### src/nid_pkg.sv
// Package for the node identity and PHY register mailbox block.
// Assumes an APB slave with 32-bit data and byte addresses.
package nid_pkg;
  localparam logic [11:0] NID_OFF_NODE_IDENTITY = 12'h0e8;
  localparam logic [11:0] NID_OFF_PHY_MAILBOX = 12'h0ec;
  localparam logic [11:0] NID_OFF_IRQ_STATUS = 12'h0f8;
  localparam logic [11:0] NID_OFF_IRQ_MASK = 12'h0fc;

  // Node identity fields
  localparam int NID_VALID_BIT = 31;
  localparam int NID_ROOT_BIT = 30;
  localparam int NID_CPS_BIT = 27;
  localparam int NID_BUS_LSB = 6;
  localparam int NID_BUS_W = 10;
  localparam int NID_NODE_W = 6;
  localparam logic [9:0] NID_BUS_RESET = 10'h3ff;
  localparam logic [5:0] NID_NODE_UNASSIGNED = 6'h3f;

  // Mailbox fields
  localparam int MBX_DONE_BIT = 31;
  localparam int MBX_RADDR_LSB = 24;
  localparam int MBX_RDATA_LSB = 16;
  localparam int MBX_RD_BIT = 15;
  localparam int MBX_WR_BIT = 14;
  localparam int MBX_TADDR_LSB = 8;
  localparam int MBX_ADDR_W = 4;
  localparam int MBX_DATA_W = 8;

  // Interrupt bits
  localparam int IRQ_W = 3;
  localparam int IRQ_BUS_RESET = 0;
  localparam int IRQ_NODE_VALID = 1;
  localparam int IRQ_PHY_DONE = 2;

  typedef struct packed {
    logic rd;
    logic wr;
    logic [3:0] addr;
    logic [7:0] data;
  } nid_phy_req_s;

  typedef struct packed {
    logic [3:0] addr;
    logic [7:0] data;
  } nid_phy_resp_s;
endpackage : nid_pkg

### src/nid_sync.sv
// Two-flop synchroniser for a bundle of pin levels.
// Assumes the inputs are levels from outside the pclk domain.
`timescale 1ns/1ns
module nid_sync #(
  parameter int W = 1
) (
  input wire logic pclk,
  input wire logic presetn,
  input wire logic [W-1:0] d,
  output logic [W-1:0] q
);
  logic [W-1:0] meta_q;

  always_ff @(posedge pclk or negedge presetn) begin
    if (!presetn) begin
      meta_q <= '0;
      q <= '0;
    end else begin
      meta_q <= d;
      q <= meta_q;
    end
  end
endmodule : nid_sync

### src/nid_regs.sv
// Node identity register and PHY register mailbox, APB slave.
// Assumes the PHY-facing link logic runs on pclk and gives single-cycle
// strobes; the PHY status levels are asynchronous and are synchronised here.
`timescale 1ns/1ns
// Notes on behaviour
// - Node-valid flag clears on bus reset, sets when a new node number arrives.
// - Root flag set during bus reset handling when the PHY reports root.
// - Cable power bit mirrors the PHY cable power report.
// - Unused bits of both registers read as zero.
// - Bridge segment id is software writable, resets to all ones.
// - Node id is segment id above physical node index, 16 bits.
// - Physical node index loaded from PHY after self-id; software cannot write.
// - Completion flag clears when software sets read or write request.
// - Completion flag sets when a register transfer comes back from PHY.
// - Returned index captures address of latest PHY register transfer.
// - Returned value captures PHY register contents; read only.
// - Read request bit sends read to PHY, then hardware clears it.
// - Write request bit sends write to PHY unless read is also set, then hardware clears it.
// - Target index field names the PHY register for the next request.
// - Outgoing value sent on writes, ignored on reads.
module nid_regs
  import nid_pkg::*;
(
  input wire logic pclk,
  input wire logic presetn,
  input wire logic psel,
  input wire logic penable,
  input wire logic pwrite,
  input wire logic [11:0] paddr,
  input wire logic [31:0] pwdata,
  input wire logic [3:0] pstrb,
  output logic [31:0] prdata,
  output logic pready,
  output logic pslverr,
  input wire logic bus_reset_pin,
  input wire logic phy_is_root_pin,
  input wire logic cable_power_ok_pin,
  input wire logic node_index_strobe,
  input wire logic [5:0] node_index_value,
  output nid_phy_req_s phy_req,
  output logic phy_req_valid,
  input wire logic phy_req_ready,
  input wire logic phy_resp_valid,
  input wire nid_phy_resp_s phy_resp,
  output logic [15:0] node_id,
  output logic node_id_valid,
  output logic irq
);
  logic bus_reset_s;
  logic phy_is_root_s;
  logic cable_power_ok_s;
  logic bus_reset_d1_q;
  logic bus_reset_rise;

  nid_sync #(.W(3)) u_sync (
    .pclk(pclk),
    .presetn(presetn),
    .d({bus_reset_pin, phy_is_root_pin, cable_power_ok_pin}),
    .q({bus_reset_s, phy_is_root_s, cable_power_ok_s})
  );

  always_ff @(posedge pclk or negedge presetn) begin
    if (!presetn) begin
      bus_reset_d1_q <= 1'b0;
    end else begin
      bus_reset_d1_q <= bus_reset_s;
    end
  end

  assign bus_reset_rise = bus_reset_s & ~bus_reset_d1_q;

  // APB decode; every access completes without wait states
  logic wr_en;
  logic rd_en;
  logic hit;

  function automatic logic is_mapped(input logic [11:0] a);
    return (a == NID_OFF_NODE_IDENTITY) || (a == NID_OFF_PHY_MAILBOX) ||
           (a == NID_OFF_IRQ_STATUS) || (a == NID_OFF_IRQ_MASK);
  endfunction : is_mapped

  function automatic logic [31:0] lane_merge(input logic [31:0] old_v,
                                             input logic [31:0] new_v,
                                             input logic [3:0] strb);
    logic [31:0] r;
    r = old_v;
    for (int i = 0; i < 4; i++) begin
      if (strb[i]) begin
        r[i*8 +: 8] = new_v[i*8 +: 8];
      end
    end
    return r;
  endfunction : lane_merge

  assign hit = is_mapped(paddr);
  assign wr_en = psel & penable & pwrite & hit;
  assign rd_en = psel & penable & ~pwrite;
  assign pready = 1'b1;
  assign pslverr = psel & penable & ~hit;

  logic [31:0] wmask;
  assign wmask = lane_merge(32'h0000_0000, 32'hffff_ffff, pstrb);

  // One write strobe per register keeps each address compare in one place
  logic wr_id;
  logic wr_ists;
  logic wr_imask;
  assign wr_id = wr_en && paddr == NID_OFF_NODE_IDENTITY;
  assign wr_ists = wr_en && paddr == NID_OFF_IRQ_STATUS;
  assign wr_imask = wr_en && paddr == NID_OFF_IRQ_MASK;

  // Node identity state
  logic valid_q;
  logic root_q;
  logic cps_q;
  logic [NID_BUS_W-1:0] bus_q;
  logic [NID_NODE_W-1:0] node_q;

  // A new node number in the same cycle as a bus reset edge wins
  always_ff @(posedge pclk or negedge presetn) begin
    if (!presetn) begin
      valid_q <= 1'b0;
    end else if (node_index_strobe) begin
      valid_q <= 1'b1;
    end else if (bus_reset_rise) begin
      valid_q <= 1'b0;
    end
  end

  // Root is captured while bus reset processing is under way
  always_ff @(posedge pclk or negedge presetn) begin
    if (!presetn) begin
      root_q <= 1'b0;
    end else if (bus_reset_s) begin
      root_q <= phy_is_root_s;
    end
  end

  // One flop after the synchroniser, so readback lags the pin by three edges
  always_ff @(posedge pclk or negedge presetn) begin
    if (!presetn) begin
      cps_q <= 1'b0;
    end else begin
      cps_q <= cable_power_ok_s;
    end
  end

  logic [31:0] bus_merged;
  assign bus_merged = lane_merge(32'h0000_0000, pwdata, pstrb);

  always_ff @(posedge pclk or negedge presetn) begin
    if (!presetn) begin
      bus_q <= NID_BUS_RESET;
    end else if (wr_id) begin
      for (int i = 0; i < NID_BUS_W; i++) begin
        if (wmask[NID_BUS_LSB + i]) begin
          bus_q[i] <= bus_merged[NID_BUS_LSB + i];
        end
      end
    end
  end

  // Unassigned until the PHY reports; software writes are ignored
  always_ff @(posedge pclk or negedge presetn) begin
    if (!presetn) begin
      node_q <= NID_NODE_UNASSIGNED;
    end else if (node_index_strobe) begin
      node_q <= node_index_value;
    end
  end

  assign node_id = {bus_q, node_q};
  assign node_id_valid = valid_q;

  // Mailbox state
  logic done_q;
  logic rd_req_q;
  logic wr_req_q;
  logic [MBX_ADDR_W-1:0] taddr_q;
  logic [MBX_DATA_W-1:0] wdata_q;
  logic [MBX_ADDR_W-1:0] raddr_q;
  logic [MBX_DATA_W-1:0] rdata_q;
  logic mbx_wr;
  logic set_rd;
  logic set_wr;
  logic sent;

  // A request bit is set only when its byte lane is written with a one
  assign mbx_wr = wr_en && paddr == NID_OFF_PHY_MAILBOX;
  assign set_rd = mbx_wr & wmask[MBX_RD_BIT] & pwdata[MBX_RD_BIT];
  assign set_wr = mbx_wr & wmask[MBX_WR_BIT] & pwdata[MBX_WR_BIT];
  assign sent = phy_req_valid & phy_req_ready;

  // A mailbox write while a request is pending retargets it; further sets while pending are merged
  always_ff @(posedge pclk or negedge presetn) begin
    if (!presetn) begin
      rd_req_q <= 1'b0;
      wr_req_q <= 1'b0;
    end else if (sent) begin
      // A set written in the sending cycle starts the next request, not lost
      rd_req_q <= set_rd;
      wr_req_q <= set_wr;
    end else begin
      if (set_rd) begin
        rd_req_q <= 1'b1;
      end
      if (set_wr) begin
        wr_req_q <= 1'b1;
      end
    end
  end

  always_ff @(posedge pclk or negedge presetn) begin
    if (!presetn) begin
      taddr_q <= '0;
      wdata_q <= '0;
    end else if (mbx_wr) begin
      for (int i = 0; i < MBX_ADDR_W; i++) begin
        if (wmask[MBX_TADDR_LSB + i]) begin
          taddr_q[i] <= pwdata[MBX_TADDR_LSB + i];
        end
      end
      for (int i = 0; i < MBX_DATA_W; i++) begin
        if (wmask[i]) begin
          wdata_q[i] <= pwdata[i];
        end
      end
    end
  end

  // The PHY answer sets the flag over a same-cycle software request
  always_ff @(posedge pclk or negedge presetn) begin
    if (!presetn) begin
      done_q <= 1'b0;
    end else if (phy_resp_valid) begin
      done_q <= 1'b1;
    end else if (set_rd || set_wr) begin
      done_q <= 1'b0;
    end
  end

  // Address and data land on the same edge as the flag, never after it
  always_ff @(posedge pclk or negedge presetn) begin
    if (!presetn) begin
      raddr_q <= '0;
      rdata_q <= '0;
    end else if (phy_resp_valid) begin
      raddr_q <= phy_resp.addr;
      rdata_q <= phy_resp.data;
    end
  end

  // Read requests carry zero data so the outgoing value has no effect
  assign phy_req_valid = rd_req_q | wr_req_q;
  always_comb begin
    phy_req = '0;
    phy_req.rd = rd_req_q;
    phy_req.wr = wr_req_q & ~rd_req_q;
    phy_req.addr = taddr_q;
    phy_req.data = rd_req_q ? '0 : wdata_q;
  end

  // Interrupts
  logic [IRQ_W-1:0] ists_q;
  logic [IRQ_W-1:0] imask_q;
  logic [IRQ_W-1:0] ievt;
  logic [IRQ_W-1:0] iclr;

  always_comb begin
    ievt = '0;
    ievt[IRQ_BUS_RESET] = bus_reset_rise;
    ievt[IRQ_NODE_VALID] = node_index_strobe;
    ievt[IRQ_PHY_DONE] = phy_resp_valid;
  end

  assign iclr = wr_ists ?
                (pwdata[IRQ_W-1:0] & wmask[IRQ_W-1:0]) : '0;

  // Set wins over a same-cycle clear so no event is lost
  always_ff @(posedge pclk or negedge presetn) begin
    if (!presetn) begin
      ists_q <= '0;
    end else begin
      ists_q <= (ists_q & ~iclr) | ievt;
    end
  end

  logic [31:0] imask_merged;
  assign imask_merged = lane_merge({{(32 - IRQ_W){1'b0}}, imask_q}, pwdata, pstrb);

  always_ff @(posedge pclk or negedge presetn) begin
    if (!presetn) begin
      imask_q <= '0;
    end else if (wr_imask) begin
      imask_q <= imask_merged[IRQ_W-1:0];
    end
  end

  assign irq = |(ists_q & imask_q);

  // Read mux
  logic [31:0] rd_val;

  always_comb begin
    rd_val = '0;
    case (paddr)
      NID_OFF_NODE_IDENTITY: begin
        rd_val[NID_VALID_BIT] = valid_q;
        rd_val[NID_ROOT_BIT] = root_q;
        rd_val[NID_CPS_BIT] = cps_q;
        rd_val[NID_BUS_LSB +: NID_BUS_W] = bus_q;
        rd_val[NID_NODE_W-1:0] = node_q;
      end
      NID_OFF_PHY_MAILBOX: begin
        rd_val[MBX_DONE_BIT] = done_q;
        rd_val[MBX_RADDR_LSB +: MBX_ADDR_W] = raddr_q;
        rd_val[MBX_RDATA_LSB +: MBX_DATA_W] = rdata_q;
        rd_val[MBX_RD_BIT] = rd_req_q;
        rd_val[MBX_WR_BIT] = wr_req_q;
        rd_val[MBX_TADDR_LSB +: MBX_ADDR_W] = taddr_q;
        rd_val[MBX_DATA_W-1:0] = wdata_q;
      end
      NID_OFF_IRQ_STATUS: rd_val[IRQ_W-1:0] = ists_q;
      NID_OFF_IRQ_MASK: rd_val[IRQ_W-1:0] = imask_q;
      default: rd_val = '0;
    endcase
  end

  // Read data held in a flop, loaded in the setup cycle so it is valid at access
  always_ff @(posedge pclk or negedge presetn) begin
    if (!presetn) begin
      prdata <= '0;
    end else if (psel && !penable && !pwrite) begin
      prdata <= rd_val;
    end else if (rd_en) begin
      prdata <= rd_val;
    end
  end
endmodule : nid_regs

### config.mk
export PLATFORM = sky130hd
export DESIGN_NAME = nid_regs
export DESIGN_NICKNAME = d
export VERILOG_FILES = /design/src/nid_pkg.sv /design/src/nid_sync.sv /design/src/nid_regs.sv
export SDC_FILE = /design/constraint.sdc
export NUM_CORES = 1
export LEC_CHECK = 0
export CORE_MARGIN = 1
export CORE_UTILIZATION = 56
export CTS_CLUSTER_SIZE = 10
export DETAILED_ROUTE_END_ITERATION = 8
export DONT_BUFFER_PORTS = 1
export HOLD_SLACK_MARGIN = 0.05
export PLACE_DENSITY = 0.74
export REMOVE_ABC_BUFFERS = 1
export SLEW_MARGIN = 20
export SYNTH_ARGS = -nofsm -noshare
export SYNTH_HDL_FRONTEND = slang
export SYNTH_SLANG_ARGS = --single-unit
### constraint.sdc
create_clock -name pclk -period 1.7 [get_ports pclk]
set_clock_uncertainty 0.1 [all_clocks]
set_input_delay 0.34 -clock pclk [delete_from_list [all_inputs] [get_ports pclk]]
set_output_delay 0.34 -clock pclk [all_outputs]
set_load 0.01 [all_outputs]
# After elaboration in Yosys (flattened, before gate mapping)
# Cells that the tools add are included.
dict set report op_classes {
  n_eq_ne 4
  n_mux 24
  bitwise 22
  reduce_logical 41
}
# op n
set ops {}
lappend ops {{$mux W32} 2}
lappend ops {{$eq A12 B8 Y1 const B} 4}
lappend ops {{$reduce_and A2 Y1} 23}
lappend ops {{$mux W8} 5}
lappend ops {{$pmux W9 S2} 1}
lappend ops {{$and A1 B1 Y1} 12}
lappend ops {{$pmux W3 S4} 1}
lappend ops {{$mux W11} 1}
lappend ops {{$reduce_bool A2 Y1} 5}
lappend ops {{$and A3 B3 Y3} 3}
lappend ops {{$mux W1} 9}
lappend ops {{$logic_and A1 B1 Y1} 6}
lappend ops {{$logic_or A1 B1 Y1} 4}
lappend ops {{$not A1 Y1} 4}
lappend ops {{$pmux W1 S2} 2}
lappend ops {{$pmux W2 S2} 1}
lappend ops {{$mux W3} 1}
lappend ops {{$not A3 Y3} 1}
lappend ops {{$or A3 B3 Y3} 1}
lappend ops {{$reduce_or A3 Y1} 1}
lappend ops {{$logic_not A1 Y1} 2}
lappend ops {{$mux W2} 1}
lappend ops {{$or A1 B1 Y1} 1}
dict set report word_totals {
  reg_bits 91
  inputBits 77
  out_inout_bits 67
  wordCells 128
}

# Depth between registers and ports, before layout
dict set report depth {
  depth_word 11
  depth_mapped 6
  depth_no_buf 3
}

# By module
# Synthesis repeated with hierarchy kept, for this count alone.
dict set report unflattened {
  cells_unflattened 245
  area_unflattened_um2 3662.3
}
# mod n_inst cells_per_inst area_each_um2 seq_area_each_um2
set by_module_without_submodules {}
lappend by_module_without_submodules {nid_regs 1 239 3512.1 2097.0}
lappend by_module_without_submodules {nid_sync 1 6 150.1 150.1}

# Worst setup path before layout
# Ideal clock, no wire load.
dict set report synth_timing {
  path_type {input-to-reg}
  startpoint {in paddr[8]}
  endpoint {reg taddr_q[0]}
  setup_time_ns 0.125
  t_arrival_ns 1.939
  t_required_ns 1.475
  path_slack_ns -0.464
  cell_stages 5
  n_path_buf 2
  cell_sequence {or4b_4 -> buf_6 -> or4_4 -> buf_6 -> mux2_4}
}
dict set report synth_via {
  elab_chain_len 7
  word_cells_on_any_way 10
  cone_classes {4 x eq/ne; 1 x bitwise; 5 x reduce/logical}
}
# item line_no
set synth_rtl {}
lappend synth_rtl {{start: declaration} nid_regs.sv:29} ;# input wire logic [11:0] paddr,
lappend synth_rtl {{$eq A12 B8 Y1 (on tied branches)} {nid_regs.sv:78, nid_regs.sv:189}}
lappend synth_rtl {{$logic_or A1 B1 Y1 (2 in a row)} nid_regs.sv:78} ;# return (a == NID_OFF_NODE_IDENTITY) || (a == NID_OFF_PHY_MAILBOX) ||
lappend synth_rtl {{$logic_or A1 B1 Y1} nid_regs.sv:79} ;# (a == NID_OFF_IRQ_STATUS) || (a == NID_OFF_IRQ_MASK);
lappend synth_rtl {{$and A1 B1 Y1} nid_regs.sv:96} ;# assign wr_en = psel & penable & pwrite & hit;
lappend synth_rtl {{$logic_and A1 B1 Y1 (*)} nid_regs.sv:189} ;# assign mbx_wr = wr_en && paddr == NID_OFF_PHY_MAILBOX;
lappend synth_rtl {{$reduce_and A2 Y1 (no source line) (*)} n/a}
lappend synth_rtl {{end signal: indexed assignment} nid_regs.sv:220} ;# taddr_q[i] <= pwdata[MBX_TADDR_LSB + i];
lappend synth_rtl {{end: declaration} nid_regs.sv:179} ;# logic [MBX_ADDR_W-1:0] taddr_q;
# Mark *: on every way between the ends. The rest lies on a longest branch, timed or not.
# A chain may end at the register's enable or synchronous reset.

# Worst setup path in the final report
dict set report layout_timing {
  startpoint {in paddr[10]}
  endpoint {out pslverr}
}
dict set report layout_via {
  elab_chain_len 6
  word_cells_on_any_way 9
  cone_classes {4 x eq/ne; 2 x bitwise; 3 x reduce/logical}
}
# item line_no
set layout_rtl {}
lappend layout_rtl {{$eq A12 B8 Y1} nid_regs.sv:78}
lappend layout_rtl {{$logic_or A1 B1 Y1 (2 in a row)} nid_regs.sv:78}
lappend layout_rtl {{$logic_or A1 B1 Y1 (*)} nid_regs.sv:79}
lappend layout_rtl {{$not A1 Y1 (*)} nid_regs.sv:99} ;# assign pslverr = psel & penable & ~hit;
lappend layout_rtl {{$and A1 B1 Y1 (*)} nid_regs.sv:99}
lappend layout_rtl {{end: declaration} nid_regs.sv:34} ;# output logic pslverr,
# Marks and branches as above.

==> flow_summary.yaml <==
outcome:
  status: "complete, but fails checks"
  violations: "design-rule violations, negative hold slack, negative setup slack"
die:
  design.core.area_um2: 6420
  io_pins: 144
  rows: 29
  die_h_um: 83.9
  start_util_pct: 58.4
  die_area_um2: 7030
  die_x_um: 83.9
global_routing:
  first_global_vias: 2559
  grt_max_degree: 90
  antenna_found_initial: 0
  overflow: 0
  grt_usage_pct: 25.4
  grt_pass1_wl_um: 13400
placed_design:
  placed_area_um2: 3890
  dp.final_hpwl_um: 5170
  io_buffer_count: 0
  place_congestion: 0.782
setup_path:
  worstPathArrival_ps: 1390
  r2r_start: "imask_q[1]$_DFFE_PN0P_"
  crit_type: "in -> out"
  r2r_slack_ps: 490
  critPathLaunchType: "input pin"
  reg2regPathDepth: 3
  critical_path_required_ps: 1260
  reg2reg_to: "prdata[1]$_DFFE_PN0P_"
  crit_fanout: 7
  end_kind: "output port"
yosys:
  avgSynthCellArea_um2: 13.5
  ys_seq_area_share_pct: 59.9
  synth.cell_area_um2: 3750
  synthesis.instances: 279
  ys_types: 38
  yosys_warnings: 0
  ys_ff_latch: 89
pwr:
  power.density_nw_per_um2: 835
  vdd_ir_drop_max_mv: 0.597
  total_leakage_power_nw: 2.07
  p_total_mw: 3.87
min_path:
  hp-class: "in -> async"
detailed_routing:
  wire_per_inst_um: 20.1
  detail-route-antenna-nets: 0
  viasPerCell: 5.86
  wl_met1_um: 3430
  route.met3.wl_um: 669
  drt_first_pass_iters: 7
  drt_iter0_drc: 106
  route.detailed.drc: 18
  highest_layer: "met4"
  routed_wl_um: 8380
  vias: 2442
  met2_length_um: 4150
timing:
  drv_slew: 0
  hold_viol_final: 89
  period_share_pct: 108
  setup_violations: 6
  max_freq_mhz: 545
  layout_setup_ws_ps: -135
  rsz0062_at_grt: "true"
  post-route-min-period_ps: 1830
  hold-worst-slack_ps: -424
  worst_pin_slew_ps: 708
  slew-limit-headroom_pct: 52.7
clock_network:
  clk_path_buf_depth: 2
  cts_sinks: 89
  clk_latency_ps: 350
  numCtsBuffers: 9
  cts_tree: "done"
  clk_pin_slew_ps: 80
  htree_levels: 3
  clockRootBuffer: "clkbuf_8"
cells_and_area:
  num_antenna_cells: 0
  area_delta_synth_final_pct: 23.4
  drive_above_1_share_pct: 32.1
  mostFrequentLayoutCells: "dfrtp_1, dlygate4sd3_1, mux2_2, nand2_1, mux2_4"
  final_area_um2: 4630
  final_util_pct: 72.1
  final_common_cell: "dfrtp_1"
  fillers: 449
  nets: 412
flow_run:
  max_cap_violations: 0
==> synth_stat cells <==
| cell type | number | area share, % |
|---|---|---|
| a32o_1 | 11 | 2.9 |
| mux2_2 | 40 | 12 |
| o21ai_1 | 10 | 1.3 |
| o22ai_1 | 2 | 0.33 |
| conb_1 | 2 | 0.20 |
| buf_6 | 2 | 0.60 |
| nor4_1 | 4 | 0.67 |
| nand4b_1 | 1 | 0.23 |
| clkbuf_1 | 10 | 1.0 |
| a211o_1 | 1 | 0.23 |
| or4_2 | 1 | 0.23 |
| o311a_2 | 1 | 0.30 |
| buf_1 | 1 | 0.10 |
| or4b_2 | 2 | 0.53 |
| or2_2 | 1 | 0.17 |
| dfstp_2 | 16 | 11 |
| mux4_2 | 3 | 1.8 |
| nand4_1 | 2 | 0.33 |
| or4bb_1 | 1 | 0.30 |
| nor2_1 | 3 | 0.30 |
| a31oi_1 | 3 | 0.50 |
| nor4_4 | 2 | 1.1 |
| nor2b_1 | 9 | 1.5 |
| mux2_4 | 4 | 1.6 |
| buf_4 | 4 | 0.80 |
| a222oi_1 | 1 | 0.27 |
| mux2i_1 | 13 | 3.5 |
| or4b_4 | 1 | 0.37 |
| or4_4 | 1 | 0.30 |
| o21ai_0 | 9 | 1.2 |
| inv_1 | 10 | 1.0 |
| buf_2 | 4 | 0.53 |
| or4_1 | 2 | 0.40 |
| nand2_1 | 22 | 2.2 |
| nand2b_1 | 5 | 0.83 |
| or4b_1 | 1 | 0.27 |
| dfrtp_1 | 73 | 49 |
| and3_1 | 1 | 0.17 |
==> kinds of logic after synthesis <==
family	count (synthesis)	share of synthesized area, %
and+or+nand+nor	59	9.93
DFF	89	59.9
muxes	60	18.9
buffers and inverters	31	4.03
AOI/OAI and AO/OA	38	7.10
other	2	0.200
==> worst max path at each step <==
stage                                   endpoint  slack, ps      start
after floorplan           prdata[16]$_DFFE_PN0P_       -600   paddr[8]
after global placement    wdata_q[0]$_DFFE_PN0P_       -390   paddr[8]
after detailed placement   prdata[0]$_DFFE_PN0P_       -400   paddr[8]
after CTS                                pslverr       -130  paddr[10]
after global routing                     pslverr       -150  paddr[10]
final                                    pslverr       -130  paddr[10]
==> state kept, by name, summed over array words and instances, names as in the netlist, 4 cells and up <==
register,flops
bus_q,10
node_q,6
prdata,30
raddr_q,4
rdata_q,8
taddr_q,4
wdata_q,8
==> through the flow <==
stage | setup WS [ps] | instances | hold WS [ps] | TNS (ps)
5_1_grt | -151 | 417 | -453 | -420
3_3_place_gp | -391 | 353 | -53.7 | -17110
4_1_cts | -132 | 416 | -440 | -132
2_1_floorplan | -596 | 259 | -55.6 | -19370
3_5_place_dp | -402 | 353 | -53.2 | -18160
6_report | -135 | 417 | -424 | -154
==> per-layer routing <==
layer / global-route usage [%] / vias up
li1: - / 1112
met1: 32.0 / 1222
met2: 41.0 / 97
met3: 8.90 / 11
met4: 9.09 / 0
met5: 0 / -
==> power breakdown <==
group	leakage, nW	switching [mW]	total, mW	internal (mW)
logic	0.861	0.0894	0.244	0.155
clock network	0.0974	0.679	1.40	0.717
registers	1.11	0.0430	2.23	2.19
==> layout make-up <==
type	instances	area, um2	share of cell area [%]
Clock buffer	13	149	3.21
Clock inverter	3	40.0	0.864
Inverter	10	37.5	0.810
Multi-Input combinational cell	160	1440	31.1
Sequential cell	89	2250	48.5
Tap cell	77	96.3	2.08
Timing Repair Buffer	65	621	13.4
==> repair_timing <==
action | CTS | global route
pin swaps | 3 | 1
resized for setup | 9 | 16
setup buffers | 3 | 0
hold buffers | 44 | 1
setup endpoints to repair | 16 | 22
hold endpoints to repair | 150 | 90
==> worst max-delay path, stage by stage <==
cell and delay (ps):
or4b_4 560, buf_12 160, o311a_4 330
Note: power is estimated with default switching activity, not from simulation.
